===== config.mk =====
export PLATFORM = sky130hd
export DESIGN_NAME = clock_divider_and_power_modes
export DESIGN_NICKNAME = d
export VERILOG_FILES = /design/src/clkpwr_pkg.sv /design/src/clock_divider_and_power_modes.sv
export SDC_FILE = /design/constraint.sdc
export NUM_CORES = 1
export LEC_CHECK = 0
export ABC_AREA = 1
export BUFFER_PORTS_ARGS = -buffer_cell sky130_fd_sc_hd__buf_2
export CAP_MARGIN = 10
export CORE_UTILIZATION = 30
export CTS_BUF_LIST = sky130_fd_sc_hd__clkbuf_4
export DETAILED_ROUTE_END_ITERATION = 7
export GPL_TIMING_DRIVEN = 0
export HOLD_SLACK_MARGIN = 0.1
export PLACE_DENSITY = 0.52
export SLEW_MARGIN = 15
export SYNTH_ARGS = -nofsm -noshare
export SYNTH_HDL_FRONTEND = slang
export SYNTH_SLANG_ARGS = --single-unit

===== constraint.sdc =====
create_clock -name clock -period 2.34 [get_ports clock]
set_input_delay 0.468 -clock clock [delete_from_list [all_inputs] [get_ports clock]]
set_output_delay 0.468 -clock clock [all_outputs]
set_load 0.01 [all_outputs]

===== src/clkpwr_pkg.sv =====
// Package with register map, field layout and reset values of the clock and power-mode controller.
`default_nettype none
package clkpwr_pkg;
    // Register indexes; the byte address is four times the index.
    localparam logic [18:0] IDX_CLOCK_DIVIDE_CONTROL    = 19'h00004;
    localparam logic [18:0] IDX_PERIPHERAL_BUS_CONFIG   = 19'h0001E;
    localparam logic [18:0] IDX_PLL_DIVIDER_CONTROL_0   = 19'h40020;
    localparam logic [18:0] IDX_PLL_DIVIDER_CONTROL_1   = 19'h40021;
    localparam logic [18:0] IDX_SYSTEM_CLOCK_CONTROL_0  = 19'h40046;
    localparam logic [18:0] IDX_SYSTEM_CLOCK_CONTROL_1  = 19'h40047;
    localparam logic [18:0] IDX_SYSTEM_CLOCK_CONTROL_2  = 19'h4004D;
    localparam logic [18:0] IDX_POWER_STATUS            = 19'h4004E;

    // Divider field positions in clock_divide_control.
    localparam int MAIN_DIV_LSB   = 0;
    localparam int BASE_DIV_LSB   = 2;
    localparam int PERIPH_DIV_LSB = 4;
    // Reset codes: CPU /2, base /6, peripheral /2.
    localparam logic [1:0] MAIN_DIV_RST   = 2'h1;
    localparam logic [1:0] BASE_DIV_RST   = 2'h3;
    localparam logic [1:0] PERIPH_DIV_RST = 2'h0;

    // Clock mode field in system_clock_control_0, bits 1:0.
    typedef enum logic [1:0] {
        MODE_PLL        = 2'h0,
        MODE_MAIN       = 2'h1,
        MODE_LOW_SPEED  = 2'h2,
        MODE_LOW_POWER  = 2'h3
    } clk_mode_t;
    localparam int MODE_LSB       = 0;

    // Field positions in the other control registers.
    localparam int PLL_STOP_BIT   = 0;
    localparam int DRIVE_LSB      = 5;
    localparam int SRC_MAIN_BIT   = 0;
    localparam int FREE_RUN_BIT   = 4;
    localparam int SWALLOW_HI_BIT = 7;
    localparam logic [1:0] DRIVE_RST = 2'h0;

    // Status bits.
    localparam int ST_WAIT_BIT    = 0;
    localparam int ST_STOP_BIT    = 1;
    localparam int ST_REFUSED_BIT = 2;

    // UART channels 7 and 8 cannot wake the device.
    localparam int          UART_CH   = 9;
    localparam logic [8:0]  WAKE_MASK = 9'h07F;

    typedef enum logic [2:0] {
        PS_RUN  = 3'h1,
        PS_WAIT = 3'h2,
        PS_STOP = 3'h4
    } pwr_state_t;
endpackage : clkpwr_pkg
`default_nettype wire


===== src/clock_divider_and_power_modes.sv =====
// Clock divider enables, PLL field registers and low-power mode control behind an APB slave.
//
// Functional notes
// - Reset selects PLL self-oscillation as source.
// - Reset: base /6, CPU and peripheral /2.
// - Main divide field selects 1, 2, 3, 4.
// - Base divide field selects 2, 3, 4, 6.
// - Peripheral divide field selects 2, 3, 4.
// - Refuse stop/wait in PLL high/medium speed.
// - Allow wait from PLL self-oscillation mode.
// - Stop from low-speed; stop/wait from low-power.
// - UART0..6 interrupts wake from wait.
// - UART0..6 wake stop only with external clock.
// - Leaving stop restores the saved CPU ratio.
// - Two-bit oscillator drive select in control 1.
// - Control 1 bit 0 stops the PLL.
// - Main count ratio: bits 2..0 and 6..5.
// - Swallow ratio low bits in bits 4..3.
// - Swallow ratio top bit in bit 7.
// - Reference ratio in PLL control 1 bits 3..0.
// - PLL control 1 bit 4 selects self-oscillation.
`default_nettype none
module clock_divider_and_power_modes #(
    parameter int ADDR_W = 21
) (
    input  wire logic                        clock,
    input  wire logic                        nrst,
    input  wire logic                        psel,
    input  wire logic                        penable,
    input  wire logic                        pwrite,
    input  wire logic [ADDR_W-1:0]           paddr,
    input  wire logic [31:0]                 pwdata,
    output var  logic [31:0]                 prdata,
    output var  logic                        pready,
    output var  logic                        pslverr,
    input  wire logic                        stop_req,
    input  wire logic                        wait_req,
    input  wire logic [clkpwr_pkg::UART_CH-1:0] uart_irq,
    input  wire logic [clkpwr_pkg::UART_CH-1:0] uart_ext_clk,
    output var  logic                        base_tick,
    output var  logic                        cpu_tick,
    output var  logic                        periph_tick,
    output var  logic                        in_wait,
    output var  logic                        in_stop,
    output var  logic                        mode_refused,
    output var  logic                        clk_src_main,
    output var  logic                        pll_osc_stop,
    output var  logic                        pll_free_run_select,
    output var  logic [1:0]                  osc_drive_sel,
    output var  logic [4:0]                  pll_main_count_ratio,
    output var  logic [2:0]                  pll_swallow_count_ratio,
    output var  logic [3:0]                  pll_reference_count_ratio,
    output var  logic [15:0]                 peripheral_bus_config
);
    import clkpwr_pkg::*;

    // ********************************************************
    // Divider helpers
    // ********************************************************
    function automatic logic [2:0] div_next(input logic [2:0] cnt, input logic [2:0] div);
        div_next = (cnt >= div - 3'h1) ? 3'h0 : cnt + 3'h1;
    endfunction : div_next

    function automatic logic [2:0] base_div(input logic [1:0] code);
        base_div = (code == 2'h3) ? 3'h6 : {1'b0, code} + 3'h2;
    endfunction : base_div

    // ********************************************************
    // Registers
    // ********************************************************
    logic [1:0]  main_sel_ff;
    logic [1:0]  base_sel_ff;
    logic [1:0]  periph_sel_ff;
    logic [1:0]  mode_ff;
    logic [1:0]  saved_main_ff;
    logic        refused_sticky_ff;
    pwr_state_t  state_ff;
    pwr_state_t  nxt_state;
    logic [2:0]  base_cnt_ff;
    logic [2:0]  cpu_cnt_ff;
    logic [2:0]  periph_cnt_ff;
    logic [2:0]  base_cur_ff;
    logic [2:0]  cpu_cur_ff;
    logic [2:0]  periph_cur_ff;

    // ********************************************************
    // APB decode
    // ********************************************************
    wire [18:0] idx        = paddr[ADDR_W-1:2];
    wire        aligned    = (paddr[1:0] == 2'h0);
    wire        setup      = psel && !penable;
    wire        wr_commit  = psel && penable && pready && pwrite && !pslverr;
    wire        hit_ccr    = aligned && (idx == IDX_CLOCK_DIVIDE_CONTROL);
    wire        hit_pbc    = aligned && (idx == IDX_PERIPHERAL_BUS_CONFIG);
    wire        hit_pll_divider_control_0   = aligned && (idx == IDX_PLL_DIVIDER_CONTROL_0);
    wire        hit_pll_divider_control_1   = aligned && (idx == IDX_PLL_DIVIDER_CONTROL_1);
    wire        hit_scc0   = aligned && (idx == IDX_SYSTEM_CLOCK_CONTROL_0);
    wire        hit_scc1   = aligned && (idx == IDX_SYSTEM_CLOCK_CONTROL_1);
    wire        hit_scc2   = aligned && (idx == IDX_SYSTEM_CLOCK_CONTROL_2);
    wire        hit_stat   = aligned && (idx == IDX_POWER_STATUS);
    wire        mapped     = hit_ccr || hit_pbc || hit_pll_divider_control_0 || hit_pll_divider_control_1 || hit_scc0 || hit_scc1
                             || hit_scc2 || hit_stat;

    wire [7:0] ccr_val  = {2'h0, periph_sel_ff, base_sel_ff, main_sel_ff};
    wire [7:0] pll_divider_control_0_val = {pll_swallow_count_ratio[2], pll_main_count_ratio[4:3],
                           pll_swallow_count_ratio[1:0], pll_main_count_ratio[2:0]};
    wire [7:0] pll_divider_control_1_val = {3'h0, pll_free_run_select, pll_reference_count_ratio};
    wire [7:0] scc0_val = {6'h0, mode_ff};
    wire [7:0] scc1_val = {1'b0, osc_drive_sel, 4'h0, pll_osc_stop};
    wire [7:0] scc2_val = {7'h0, clk_src_main};
    wire [7:0] stat_val = {5'h0, refused_sticky_ff, in_stop, in_wait};
    logic [31:0] rd_mux;
    always_comb
    begin
        rd_mux = 32'h0;
        if (hit_ccr) rd_mux = {24'h0, ccr_val};
        else if (hit_pbc) rd_mux = {16'h0, peripheral_bus_config};
        else if (hit_pll_divider_control_0) rd_mux = {24'h0, pll_divider_control_0_val};
        else if (hit_pll_divider_control_1) rd_mux = {24'h0, pll_divider_control_1_val};
        else if (hit_scc0) rd_mux = {24'h0, scc0_val};
        else if (hit_scc1) rd_mux = {24'h0, scc1_val};
        else if (hit_scc2) rd_mux = {24'h0, scc2_val};
        else if (hit_stat) rd_mux = {24'h0, stat_val};
    end

    // The answer is prepared in the setup cycle so that the access phase is one cycle long.
    always_ff @(posedge clock)
    begin
        if (!nrst) begin
            pready  <= 1'b0;
            pslverr <= 1'b0;
            prdata  <= 32'h0;
        end else begin
            pready  <= setup;
            pslverr <= setup && !mapped;
            prdata  <= (setup && !pwrite) ? rd_mux : 32'h0;
        end
    end

    // ********************************************************
    // Power-mode control
    // ********************************************************
    wire mode_pll_fast  = (mode_ff == MODE_PLL) && !pll_free_run_select;
    wire mode_pll_self  = (mode_ff == MODE_PLL) && pll_free_run_select;
    wire mode_low_speed = (mode_ff == MODE_LOW_SPEED);
    wire mode_low_power = (mode_ff == MODE_LOW_POWER);
    wire stop_ok        = mode_low_speed || mode_low_power;
    wire wait_ok        = mode_pll_self || mode_low_power;
    wire wake_wait      = |(uart_irq & WAKE_MASK);
    wire wake_stop      = |(uart_irq & uart_ext_clk & WAKE_MASK);
    wire run_now        = (state_ff == PS_RUN);
    wire enter_stop     = run_now && stop_req && stop_ok;
    wire enter_wait     = run_now && !stop_req && wait_req && wait_ok;
    wire refuse_now     = run_now && ((stop_req && !stop_ok) || (!stop_req && wait_req && !wait_ok));
    wire leave_stop     = (state_ff == PS_STOP) && wake_stop;
    wire clr_refused    = wr_commit && hit_stat && pwdata[ST_REFUSED_BIT];

    always_comb
    begin
        nxt_state = state_ff;
        case (state_ff)
            PS_RUN:  if (enter_stop) nxt_state = PS_STOP; else if (enter_wait) nxt_state = PS_WAIT;
            PS_WAIT: if (wake_wait) nxt_state = PS_RUN;
            PS_STOP: if (wake_stop) nxt_state = PS_RUN;
            default: nxt_state = PS_RUN;
        endcase
    end

    always_ff @(posedge clock)
    begin
        if (!nrst) begin
            state_ff          <= PS_RUN;
            saved_main_ff     <= MAIN_DIV_RST;
            refused_sticky_ff <= 1'b0;
            mode_refused      <= 1'b0;
            in_wait           <= 1'b0;
            in_stop           <= 1'b0;
        end else begin
            state_ff          <= nxt_state;
            in_wait           <= (nxt_state == PS_WAIT);
            in_stop           <= (nxt_state == PS_STOP);
            mode_refused      <= refuse_now;
            // A refusal in the same cycle as the clear keeps the flag set.
            refused_sticky_ff <= refuse_now || (refused_sticky_ff && !clr_refused);
            if (enter_stop)
                saved_main_ff <= main_sel_ff;
        end
    end

    // ********************************************************
    // Control registers
    // ********************************************************
    always_ff @(posedge clock)
    begin
        if (!nrst) begin
            main_sel_ff               <= MAIN_DIV_RST;
            base_sel_ff               <= BASE_DIV_RST;
            periph_sel_ff             <= PERIPH_DIV_RST;
            mode_ff                   <= MODE_PLL;
            clk_src_main              <= 1'b0;
            pll_free_run_select       <= 1'b1;
            pll_osc_stop              <= 1'b0;
            osc_drive_sel             <= DRIVE_RST;
            pll_main_count_ratio      <= 5'h0;
            pll_swallow_count_ratio   <= 3'h0;
            pll_reference_count_ratio <= 4'h0;
            peripheral_bus_config     <= 16'h0;
        end else begin
            if (leave_stop)
                main_sel_ff <= saved_main_ff;
            else if (wr_commit && hit_ccr)
                main_sel_ff <= pwdata[MAIN_DIV_LSB+:2];
            if (wr_commit && hit_ccr) begin
                base_sel_ff   <= pwdata[BASE_DIV_LSB+:2];
                periph_sel_ff <= pwdata[PERIPH_DIV_LSB+:2];
            end
            if (wr_commit && hit_pbc)
                peripheral_bus_config <= pwdata[15:0];
            if (wr_commit && hit_pll_divider_control_0) begin
                pll_main_count_ratio    <= {pwdata[6:5], pwdata[2:0]};
                pll_swallow_count_ratio <= {pwdata[SWALLOW_HI_BIT], pwdata[4:3]};
            end
            if (wr_commit && hit_pll_divider_control_1) begin
                pll_reference_count_ratio <= pwdata[3:0];
                pll_free_run_select       <= pwdata[FREE_RUN_BIT];
            end
            if (wr_commit && hit_scc0)
                mode_ff <= pwdata[MODE_LSB+:2];
            if (wr_commit && hit_scc1) begin
                pll_osc_stop  <= pwdata[PLL_STOP_BIT];
                osc_drive_sel <= pwdata[DRIVE_LSB+:2];
            end
            if (wr_commit && hit_scc2)
                clk_src_main <= pwdata[SRC_MAIN_BIT];
        end
    end

    // ********************************************************
    // Clock enable dividers
    // ********************************************************
    // New divisors load when a count wraps; the CPU divisor also loads on a base wrap while its count is zero.
    wire src_live    = clk_src_main || !pll_osc_stop;
    wire base_run    = src_live && (state_ff != PS_STOP);
    wire base_wrap   = base_run && (base_cnt_ff >= base_cur_ff - 3'h1);
    wire cpu_wrap    = base_wrap && (state_ff == PS_RUN) && (cpu_cnt_ff >= cpu_cur_ff - 3'h1);
    wire periph_wrap = base_wrap && (periph_cnt_ff >= periph_cur_ff - 3'h1);
    wire [2:0] main_div_w   = {1'b0, main_sel_ff} + 3'h1;
    wire [2:0] periph_div_w = (periph_sel_ff == 2'h3) ? 3'h4 : {1'b0, periph_sel_ff} + 3'h2;

    always_ff @(posedge clock)
    begin
        if (!nrst) begin
            base_cnt_ff   <= 3'h0;
            cpu_cnt_ff    <= 3'h0;
            periph_cnt_ff <= 3'h0;
            base_cur_ff   <= 3'h6;
            cpu_cur_ff    <= 3'h2;
            periph_cur_ff <= 3'h2;
            base_tick     <= 1'b0;
            cpu_tick      <= 1'b0;
            periph_tick   <= 1'b0;
        end else begin
            base_tick   <= base_wrap;
            cpu_tick    <= cpu_wrap;
            periph_tick <= periph_wrap;
            if (base_run)
                base_cnt_ff <= div_next(base_cnt_ff, base_cur_ff);
            if (base_wrap)
                base_cur_ff <= base_div(base_sel_ff);
            if (base_wrap && (state_ff == PS_RUN))
                cpu_cnt_ff <= div_next(cpu_cnt_ff, cpu_cur_ff);
            if (cpu_wrap || (base_wrap && cpu_cnt_ff == 3'h0))
                cpu_cur_ff <= main_div_w;
            if (base_wrap)
                periph_cnt_ff <= div_next(periph_cnt_ff, periph_cur_ff);
            if (periph_wrap)
                periph_cur_ff <= periph_div_w;
        end
    end
endmodule : clock_divider_and_power_modes
`default_nettype wire


==> summary.md, run 1 <==
The hold buffer count at CTS was 0. The number of standard cells after synthesis was 569. In the detailed route, the total length drawn on met2 is 5719 µm.

Averaged over all synthesized cells, the footprint is 7.435 µm². The worst hold path terminates at pready. The buffer levels on the longest clock path came out at 2. The floorplan step set the die height to 120.7 µm. The tools report the kind of start point of the critical path as a flip-flop. Final hold violation count: 0. The tools report the pre-CTS setup slack as 174.9 ps.

The buffer count from post-CTS setup fixing is 0, and the layout-stage area growth over the synthesis result is 22.74%. Setup repair after global routing could not meet its margin everywhere. The number of fill cells is 1484. The tool flagged a number of max-cap violations equal to 0. The floorplan step defined a core boundary enclosing 13830 µm². The sequential cells in the finished layout cover a total of 1782 µm². The final wirelength was 11830 µm; the overall die area was 14580 µm².

After synthesis, the netlist uses 44 different library cells. The tools report the root buffer selected by CTS as sky130_fd_sc_hd__clkbuf_4. The run finished, with violations left. The post-CTS resize count is 0, and the number of top-level pins is 151.

The worst hold path was traced through 2 stages. The part of the Yosys area used for sequential elements was 42.12%. Using the TritonRoute via totals, the vias-per-cell ratio works out to 4.545.

After layout, the minimum clock period comes to 2138 ps. The worst register-to-register path begins at base_cur_ff[0]. The prevailing post-synth register cell was sky130_fd_sc_hd__dfxtp_1.

The tools report the maximum clock skew at final layout as 10.45 ps. Clock latency at the later pin of the worst-skew pair: 450 ps. Routed signal wires occupy layers up through met4. In this run the worst path has a maximum fanout of 5. Summed over all nets, the half-perimeter wirelength after detailed placement is 9235 µm. By area the synthesized netlist is led by sky130_fd_sc_hd__dfxtp_1 42%, sky130_fd_sc_hd__nand2_1 7.3%, sky130_fd_sc_hd__nor2_1 7.0%, sky130_fd_sc_hd__inv_1 6.8%, sky130_fd_sc_hd__o21ai_0 5.6%. For this run, asynchronously set or reset flops after synthesis account for 0%.

The checks that failed: DRC. After clock tree synthesis, the clock-pin slew on the worst setup and hold paths is 130 ps. Traced cell by cell, the critical path runs through inv_1, ha_1, xnor2_1, ha_1, nand2_1, o211ai_1, nand2_2, nor2_1, nand2_1, o211a_1.

The area of the multi-input gates came out at 2007 µm². Remaining max-slew budget at the tightest pin: 55.81%. The tools report the number of nets with antenna violations after detailed routing as 0. After detailed routing, the wire length on met1 is 5458 µm. Global routing used 17.01% of the available tracks. In this run the worst hold path is classified as input pin to flip-flop. The kind of capture point of the worst setup path was a flip-flop. The total standard cell area after synthesis is 4230 µm². The largest area contributor in the netlist was sky130_fd_sc_hd__dfxtp_1.

Yosys mapped a number of flops with a built-in enable equal to 0. STA puts the critical path data required time at 2700 ps. The clock drives 89 sinks. Power spread over the standard cell area amounts to 575.2 nW/µm². The number of max-slew violations in the final report is 0, and the horizontal die dimension is 120.7 µm. The fraction of synthesized cell area taken by the top area cell type was 42.12%. The final route contains 4059 vias. The path depth of the worst reg2reg path is 10, and the via count of the first global-routing pass is 3804.

For this block, the initial DRC count from the detailed router was 261. At the end of routability-driven placement, the weighted congestion stood at 0.8694. The final worst-path setup slack was 201.8 ps.

The kind of critical path was flip-flop to flip-flop. Entering global routing, the biggest net connects 14 pins. Among all stages on the critical path, the largest delay is contributed by sky130_fd_sc_hd__dfxtp_1.

The leakage power figure came out at 2.528 nW. The critical path runs through a total of 10 cells. Dividing the final minimum period by the clock period gives 91.38%. TritonCTS created 9 clock buffers. The startpoint of the worst hold path is penable. Global routing finished with a remaining overflow of 0. The cell family contributing the most delay on the critical path is simple AND/OR/NAND/NOR gates. The routed wire length per instance is 13.25 µm, and the critical path data arrival time is 2500 ps.

The number of nets in the layout was 803; the flip-flop and latch count after synthesis was 89. The delay of the slowest cell on the worst path was 330 ps. IR analysis of the VDD net gives a maximum drop of 0.0001669 V. The register-to-register path setup slack was 200 ps. During synthesis, Yosys emitted a total of 0 warnings. The H-tree generated during clock tree synthesis spans 3 levels.

For this run, the top clock speed supported by timing is 467.7 MHz. For this run, design rule violations remaining after detail routing come to 2. For the first-pass detailed-route iteration total, the log shows 7.

The reg-to-reg critical path endpoint was periph_cur_ff[2]. In the final layout, the share of cells above drive strength 1 is 24.72%. The worst path buffer plus inverter count came out at 1.

The tools report the final number of setup-violating endpoints as 0. After detailed routing, the met3 layer carries 467 µm of wire. After layout, the design draws a total of 2.987 mW. The number of placement rows was 43.

Port buffering added 113 buffers. For this configuration, the core starts out at a cell density of 30.59%. The tools report the initial antenna violation count as 1. TritonCTS built the clock tree. The first global-routing pass estimated 18980 µm of wire. The transition time of the tightest slew-check pin works out to 662.8 ps.
## cells in the mapped netlist (2+ instances only)
cell and n:
sky130_fd_sc_hd__ha_1 17, sky130_fd_sc_hd__dfxtp_1 89, sky130_fd_sc_hd__inv_2 2, sky130_fd_sc_hd__o21ai_0 47, sky130_fd_sc_hd__a31oi_1 3, sky130_fd_sc_hd__buf_4 20, sky130_fd_sc_hd__nand2_2 2, sky130_fd_sc_hd__nand2_1 82
sky130_fd_sc_hd__a211oi_2 2, sky130_fd_sc_hd__xnor2_1 3, sky130_fd_sc_hd__nand4_1 5, sky130_fd_sc_hd__nor2_4 4, sky130_fd_sc_hd__nor2_2 8, sky130_fd_sc_hd__inv_1 77, sky130_fd_sc_hd__a21oi_1 40, sky130_fd_sc_hd__nor3_1 19
sky130_fd_sc_hd__clkbuf_1 7, sky130_fd_sc_hd__nand3_1 28, sky130_fd_sc_hd__o211ai_1 11, sky130_fd_sc_hd__nor2_1 79
## layer usage
layer	up-vias	global-route usage (%)
met5	-	0
met3	15	3.443
met4	0	7.253
li1	2098	-
met2	84	28.38
met1	1862	21.21
## report_power, final
part | switching [mW] | internal (mW)
Sequential | 0.0566 | 1.59
Clock | 0.514 | 0.249
Combinational | 0.354 | 0.219
## per-stage QoR
stage               instances  util, %  TNS (ps)  hold slack (ps)  area, µm²
finish                    893    37.55         0            225.6       5192
global route              893    37.55    -97.57            180.4       5192
CTS                       892    37.50         0            196.4       5185
detailed placement        877    36.72         0            430.5       5077
global placement          877    36.72         0            428.0       5077
floorplan                 584        -         0            428.3       4287
## state kept, by name (all words and copies together) (netlist names), 2 cells and up
| register | flops |
|---|---|
| pll_swallow_count_ratio | 3 |
| pll_reference_count_ratio | 4 |
| main_sel_ff | 2 |
| base_cur_ff | 3 |
| osc_drive_sel | 2 |
| base_sel_ff | 2 |
| mode_ff | 2 |
| pll_main_count_ratio | 5 |
| peripheral_bus_config | 16 |
| cpu_cnt_ff | 3 |
| state_ff | 3 |
| saved_main_ff | 2 |
| prdata | 16 |
| cpu_cur_ff | 3 |
| base_cnt_ff | 3 |
| periph_cur_ff | 3 |
| periph_cnt_ff | 3 |
| periph_sel_ff | 2 |
## worst reg2reg max path, delay by kind of cell (launching register included)
family | cells | cell delay, ps
compound gates | 2 | 330
xor+xnor | 1 | 120
flops | 1 | 330
fa+ha+maj | 2 | 510
simple gates | 4 | 710
buf+inv | 1 | 60
## cell families (layout without fill, tap and decap cells)
family,count (synthesis),after routing,share of synthesized area [%]
adders and majority gates,17,17,5.028
other,1,17,0.08865
buffers and inverters,111,239,11.89
AOI/OAI and AO/OA,112,112,15.03
and+or+nand+nor,235,235,25.02
xor gates and xnor gates,4,4,0.8283
DFF,89,89,42.12
## cells in the final DEF, fill, tap and decap left out, types with 2 or more instances in the layout
cell / Yosys / final
sky130_fd_sc_hd__a211oi_2: 2 / 2
sky130_fd_sc_hd__a21oi_1: 40 / 40
sky130_fd_sc_hd__a31oi_1: 3 / 3
sky130_fd_sc_hd__buf_2: 1 / 114
sky130_fd_sc_hd__buf_4: 20 / 20
sky130_fd_sc_hd__clkbuf_1: 7 / 7
sky130_fd_sc_hd__clkbuf_4: 0 / 12
sky130_fd_sc_hd__clkinv_1: 1 / 2
sky130_fd_sc_hd__clkinv_2: 1 / 2
sky130_fd_sc_hd__conb_1: 1 / 16
sky130_fd_sc_hd__dfxtp_1: 89 / 89
sky130_fd_sc_hd__ha_1: 17 / 17
sky130_fd_sc_hd__inv_1: 77 / 77
sky130_fd_sc_hd__inv_2: 2 / 2
sky130_fd_sc_hd__nand2_1: 82 / 81
sky130_fd_sc_hd__nand2_2: 2 / 3
sky130_fd_sc_hd__nand3_1: 28 / 28
sky130_fd_sc_hd__nand4_1: 5 / 5
sky130_fd_sc_hd__nor2_1: 79 / 78
sky130_fd_sc_hd__nor2_2: 8 / 9
sky130_fd_sc_hd__nor2_4: 4 / 4
sky130_fd_sc_hd__nor3_1: 19 / 19
sky130_fd_sc_hd__o211ai_1: 11 / 11
sky130_fd_sc_hd__o21ai_0: 47 / 47
sky130_fd_sc_hd__xnor2_1: 3 / 3
## worst max-delay path by stage
| stage | from | to |
|---|---|---|
| after CTS | base_cur_ff[0] | periph_cnt_ff[0] |
| after detailed placement | base_cur_ff[0] | periph_cnt_ff[0] |
| after global routing | base_cur_ff[0] | cpu_cur_ff[0] |
| final | base_cur_ff[0] | periph_cur_ff[2] |
| after global placement | paddr[3] | prdata[3] |
| after floorplan | base_cur_ff[0] | cpu_cur_ff[0] |
## area by class of cell
cell class	instances	share of cell area, %
multi-input combinational	384	38.65
sequential	89	34.31
timing repair buffer	113	10.89
inverter	81	5.880
tap	180	4.337
buffer	30	3.807
clock buffer	12	1.735
clock inverter	3	0.3373
antenna	1	0.04819
(Power assumes the default switching activity.)
==> run 2, diff against run 1 <==
ABC_AREA = default   (was 1)
PLACE_DENSITY = 0.51   (was 0.52)
==> summary.md, run 2 <==
After synthesis, the most frequently instantiated cells are 89 x sky130_fd_sc_hd__dfxtp_1, 44 x sky130_fd_sc_hd__nand2_1, 41 x sky130_fd_sc_hd__mux2i_1. The final number of setup-violating endpoints was 0 (unchanged). The kind of critical path was flip-flop to flip-flop.

The number of standard cells in the final layout excluding fillers was 805 (-9.9%). The run gives 3989 (-1.7%) as the count of vias placed by the detailed router. Compared with the post-synthesis result, the final layout area differs by 23.94%. The via count of the first global-routing pass is 3763 (-1.1%), and the first-pass detailed-route iteration total is 5 (-2).

The share of the cycle needed by the critical path after routing came out at 93.76% (+2.4 points). The logs give 0 (unchanged) for the final hold violation count and 2.319 nW (-8.3%) for the leakage power figure. The total of warnings raised by yosys came out at 0 (unchanged). The buffer levels on the longest clock path was 2 (unchanged); the power per standard cell area was 585.1 nW/µm² (+1.7%). The initial antenna violation count came out at 0 (-1). The number of flops mapped to enable cells by yosys was 0 (unchanged). In the synthesized netlist the dominant register cell turns out to be sky130_fd_sc_hd__dfxtp_1. The total congestion overflow is 0 (unchanged), and the placement-stage cell area is 5221 µm² (+2.8%).

The part of the Yosys area used for sequential elements was 40.83% (-1.3 points). The most common cell in the synthesized netlist was sky130_fd_sc_hd__dfxtp_1. The wire length of the first global-routing pass was 19620 µm (+3.3%); the initial detailed-routing violation count was 244 (-6.5%). The tools report the final HPWL from detailed placement as 9527 µm (+3.2%). The tools report the kind of capture point of the worst setup path as a flip-flop.

The logs give 89 (unchanged) for the number of clock sinks and 3 (unchanged) for the total number of H-tree levels. STA classifies the critical path startpoint as a flip-flop. For the number of buffers inserted during clock tree synthesis, the log shows 9 (unchanged). Yosys attributes the largest share of cell area to sky130_fd_sc_hd__dfxtp_1 41%, sky130_fd_sc_hd__mux2i_1 9.4%, sky130_fd_sc_hd__ha_1 4.9%, sky130_fd_sc_hd__nor2b_1 3.9%, sky130_fd_sc_hd__nand2_1 3.8%. The number of top-level pins is 151 (unchanged), and the count of input and output buffers is 112 (-0.88%).

The tools report the area of all placed cells without fillers as 5409 µm² (+4.2%). The run gives 0 (unchanged) as the reported max-cap violation count. Effective utilization at floorplan: 31.08% (+0.48 points).

The number of nets with antenna violations after detailed routing is 0 (unchanged). The largest registers in the layout are peripheral_bus_config (16), prdata (16), pll_main_count_ratio (5). The remaining max-slew budget at the tightest pin was 31.83% (-24 points); the routed wire length per instance was 15.81 µm (+19%). Leaving out fill and tap cells, the most frequent cells in the layout are 114 x sky130_fd_sc_hd__buf_2, 89 x sky130_fd_sc_hd__dfxtp_1, 44 x sky130_fd_sc_hd__nand2_1.

The die extent in y works out to 122.6 µm (+1.5%). Final RePlAce weighted congestion: 0.7930 (-8.8%). The highest clock rate is 455.8 MHz (-2.5%). Setup repair after global routing left no endpoint under its margin. Total standard cell area after synthesis: 4364 µm² (+3.2%). The largest area contributor in the netlist is sky130_fd_sc_hd__dfxtp_1. The logs give 15 (+1) for the largest net degree at the start of global routing and 786 (-10%) for the number of placed instances with taps included. The count of antenna diodes in the layout was 0 (-1). Via-per-instance ratio: 4.955 (+9.0%).

Synthesized area divided by synthesized cell count: 9.111 µm² (+23%). TritonCTS built the clock tree. Number of max-slew violations in the final report: 0 (unchanged). The maximum clock skew at final layout is 20.23 ps (+9.779 ps), and the overall global routing resource usage is 17.33% (+0.32 points). Clock latency at the later pin of the worst-skew pair: 460 ps (about the same).

The run finished with clean final reports. CTS placed an instance of sky130_fd_sc_hd__clkbuf_4 at the clock tree root. The run gives 479 (-16%) as the number of standard cells after synthesis. The horizontal die dimension was 122.6 µm (+1.5%); the remaining routing DRC violations was 0 (-2).

The tools report the hold buffer count at CTS as 0 (unchanged). For the number of nets in the layout, the log shows 715 (-11%). The clock input transition at the sequential cells of the worst setup and hold paths was 140 ps (about the same).

For the required time of the worst setup path, the log shows 2700 ps (about the same). The critical path data arrival time was 2550 ps (+50 ps). Path type of the worst min-delay path: input pin to flip-flop. The post-route core utilization is 38.52% (+0.97 points), and the worst hold slack is 262.9 ps (+37.33 ps). Leaving out fill and tap cells, the most frequent cell in the layout is sky130_fd_sc_hd__buf_2. Fraction of synthesized cell area taken by the top area cell type: 40.83% (-1.3 points). The final wirelength came out at 12730 µm (+7.6%).

The share of synthesized registers carrying an async set or reset works out to 0% (unchanged). The run gives 3.165 mW (+5.9%) as the power after layout. For the core area, the log shows 14040 µm² (+1.6%). The largest driver fanout on the critical path was 10 (+5); the transition time of the tightest slew-check pin was 1012 ps (+349.1 ps). The shortest period the worst path allows is 2194 ps (+55.73 ps). Number of library cell types mapped by synthesis: 59 (+34%). For the number of placement rows, the log shows 43 (unchanged). The share of final-layout standard cells stronger than drive strength 1 works out to 26.40% (+1.7 points). The overall die area was 15030 µm² (+3.1%).

The flip-flop and latch count after synthesis is 89 (unchanged), and the peak supply drop is 0.0001879 V (+13%).
-- run 2: cell types whose count changed in the layout (fill, tap and decap cells not counted), sizes merged, moves of 26 or more --
cell / change
mux2i: +41
a21oi: -26
inv: -64
nor2b: +27
nor2: -77
nand2: -40
o21ai: -27
-- run 2: logic make-up after synthesis --
logic type,count (synthesis),share of synthesized area (%)
other cells,1,0.08593
mux,45,10.44
compound gates,75,11.24
xor+xnor,4,0.8029
buf+inv,55,6.365
fa+ha+maj,17,4.874
simple gates,193,25.37
flops,89,40.83
-- run 2: metrics by stage --
| stage | setup WS [ps] | setup TNS [ps] |
|---|---|---|
| final | 146.1 | 0 |
| after global routing | 40.81 | 0 |
| after CTS | 37.65 | 0 |
| after detailed placement | -963.8 | -35930 |
| after global placement | -1041 | -37410 |
| after floorplan | -311.5 | -5511 |
-- run 2: routing by layer --
metal	vias to the layer above	global-route usage [%]	part of all wire (%)
met4	0	6.784	1.8
li1	1966	-	-
met3	18	3.299	6.1
met5	-	0	0
met1	1868	22.19	46
met2	137	28.55	46
-- run 2: timing repair --
item	4_1_cts	5_1_grt
pin swaps	2	0
setup endpoints to repair	51	14
cloned	0	0
buffers inserted	3	0
resized for setup	4	2
-- run 2: final timing paths --
check                                   end  slack, ps     startpoint  depth (start not counted)
hold / removal    peripheral_bus_config[11]        260     pwdata[11]                          3
setup reg to reg             base_cnt_ff[2]        150    state_ff[1]                          5
setup / recovery             base_cnt_ff[2]        150    state_ff[1]                          5
hold reg to reg               cpu_cur_ff[0]        470  cpu_cur_ff[0]                          2
-- run 2: worst max-delay path: stages, from the launching register on --
cell and delay (ps):
sky130_fd_sc_hd__dfxtp_1 380, sky130_fd_sc_hd__or3b_2 540, sky130_fd_sc_hd__o21ai_0 410, sky130_fd_sc_hd__clkbuf_1 430, sky130_fd_sc_hd__nor3_1 120, sky130_fd_sc_hd__a31o_2 220
-- run 2: power by group --
| group | total (mW) | internal [mW] | leakage [nW] | switching, mW |
|---|---|---|---|---|
| Sequential | 1.62 | 1.58 | 0.719 | 0.0403 |
| Combinational | 0.665 | 0.280 | 1.53 | 0.385 |
| Clock | 0.881 | 0.331 | 0.0715 | 0.550 |
| Total | 3.16 | 2.19 | 2.32 | 0.975 |
-- run 2: layout make-up --
type                       instances  area [µm²]
sequential                        89        1782
timing repair buffer             115       583.1
multi-input combinational        350        2400
inverter                          16       60.06
clock inverter                     6       58.81
buffer                            39       225.2
clock buffer                      10       75.07
tap                              180       225.2
fill                            1454        8633
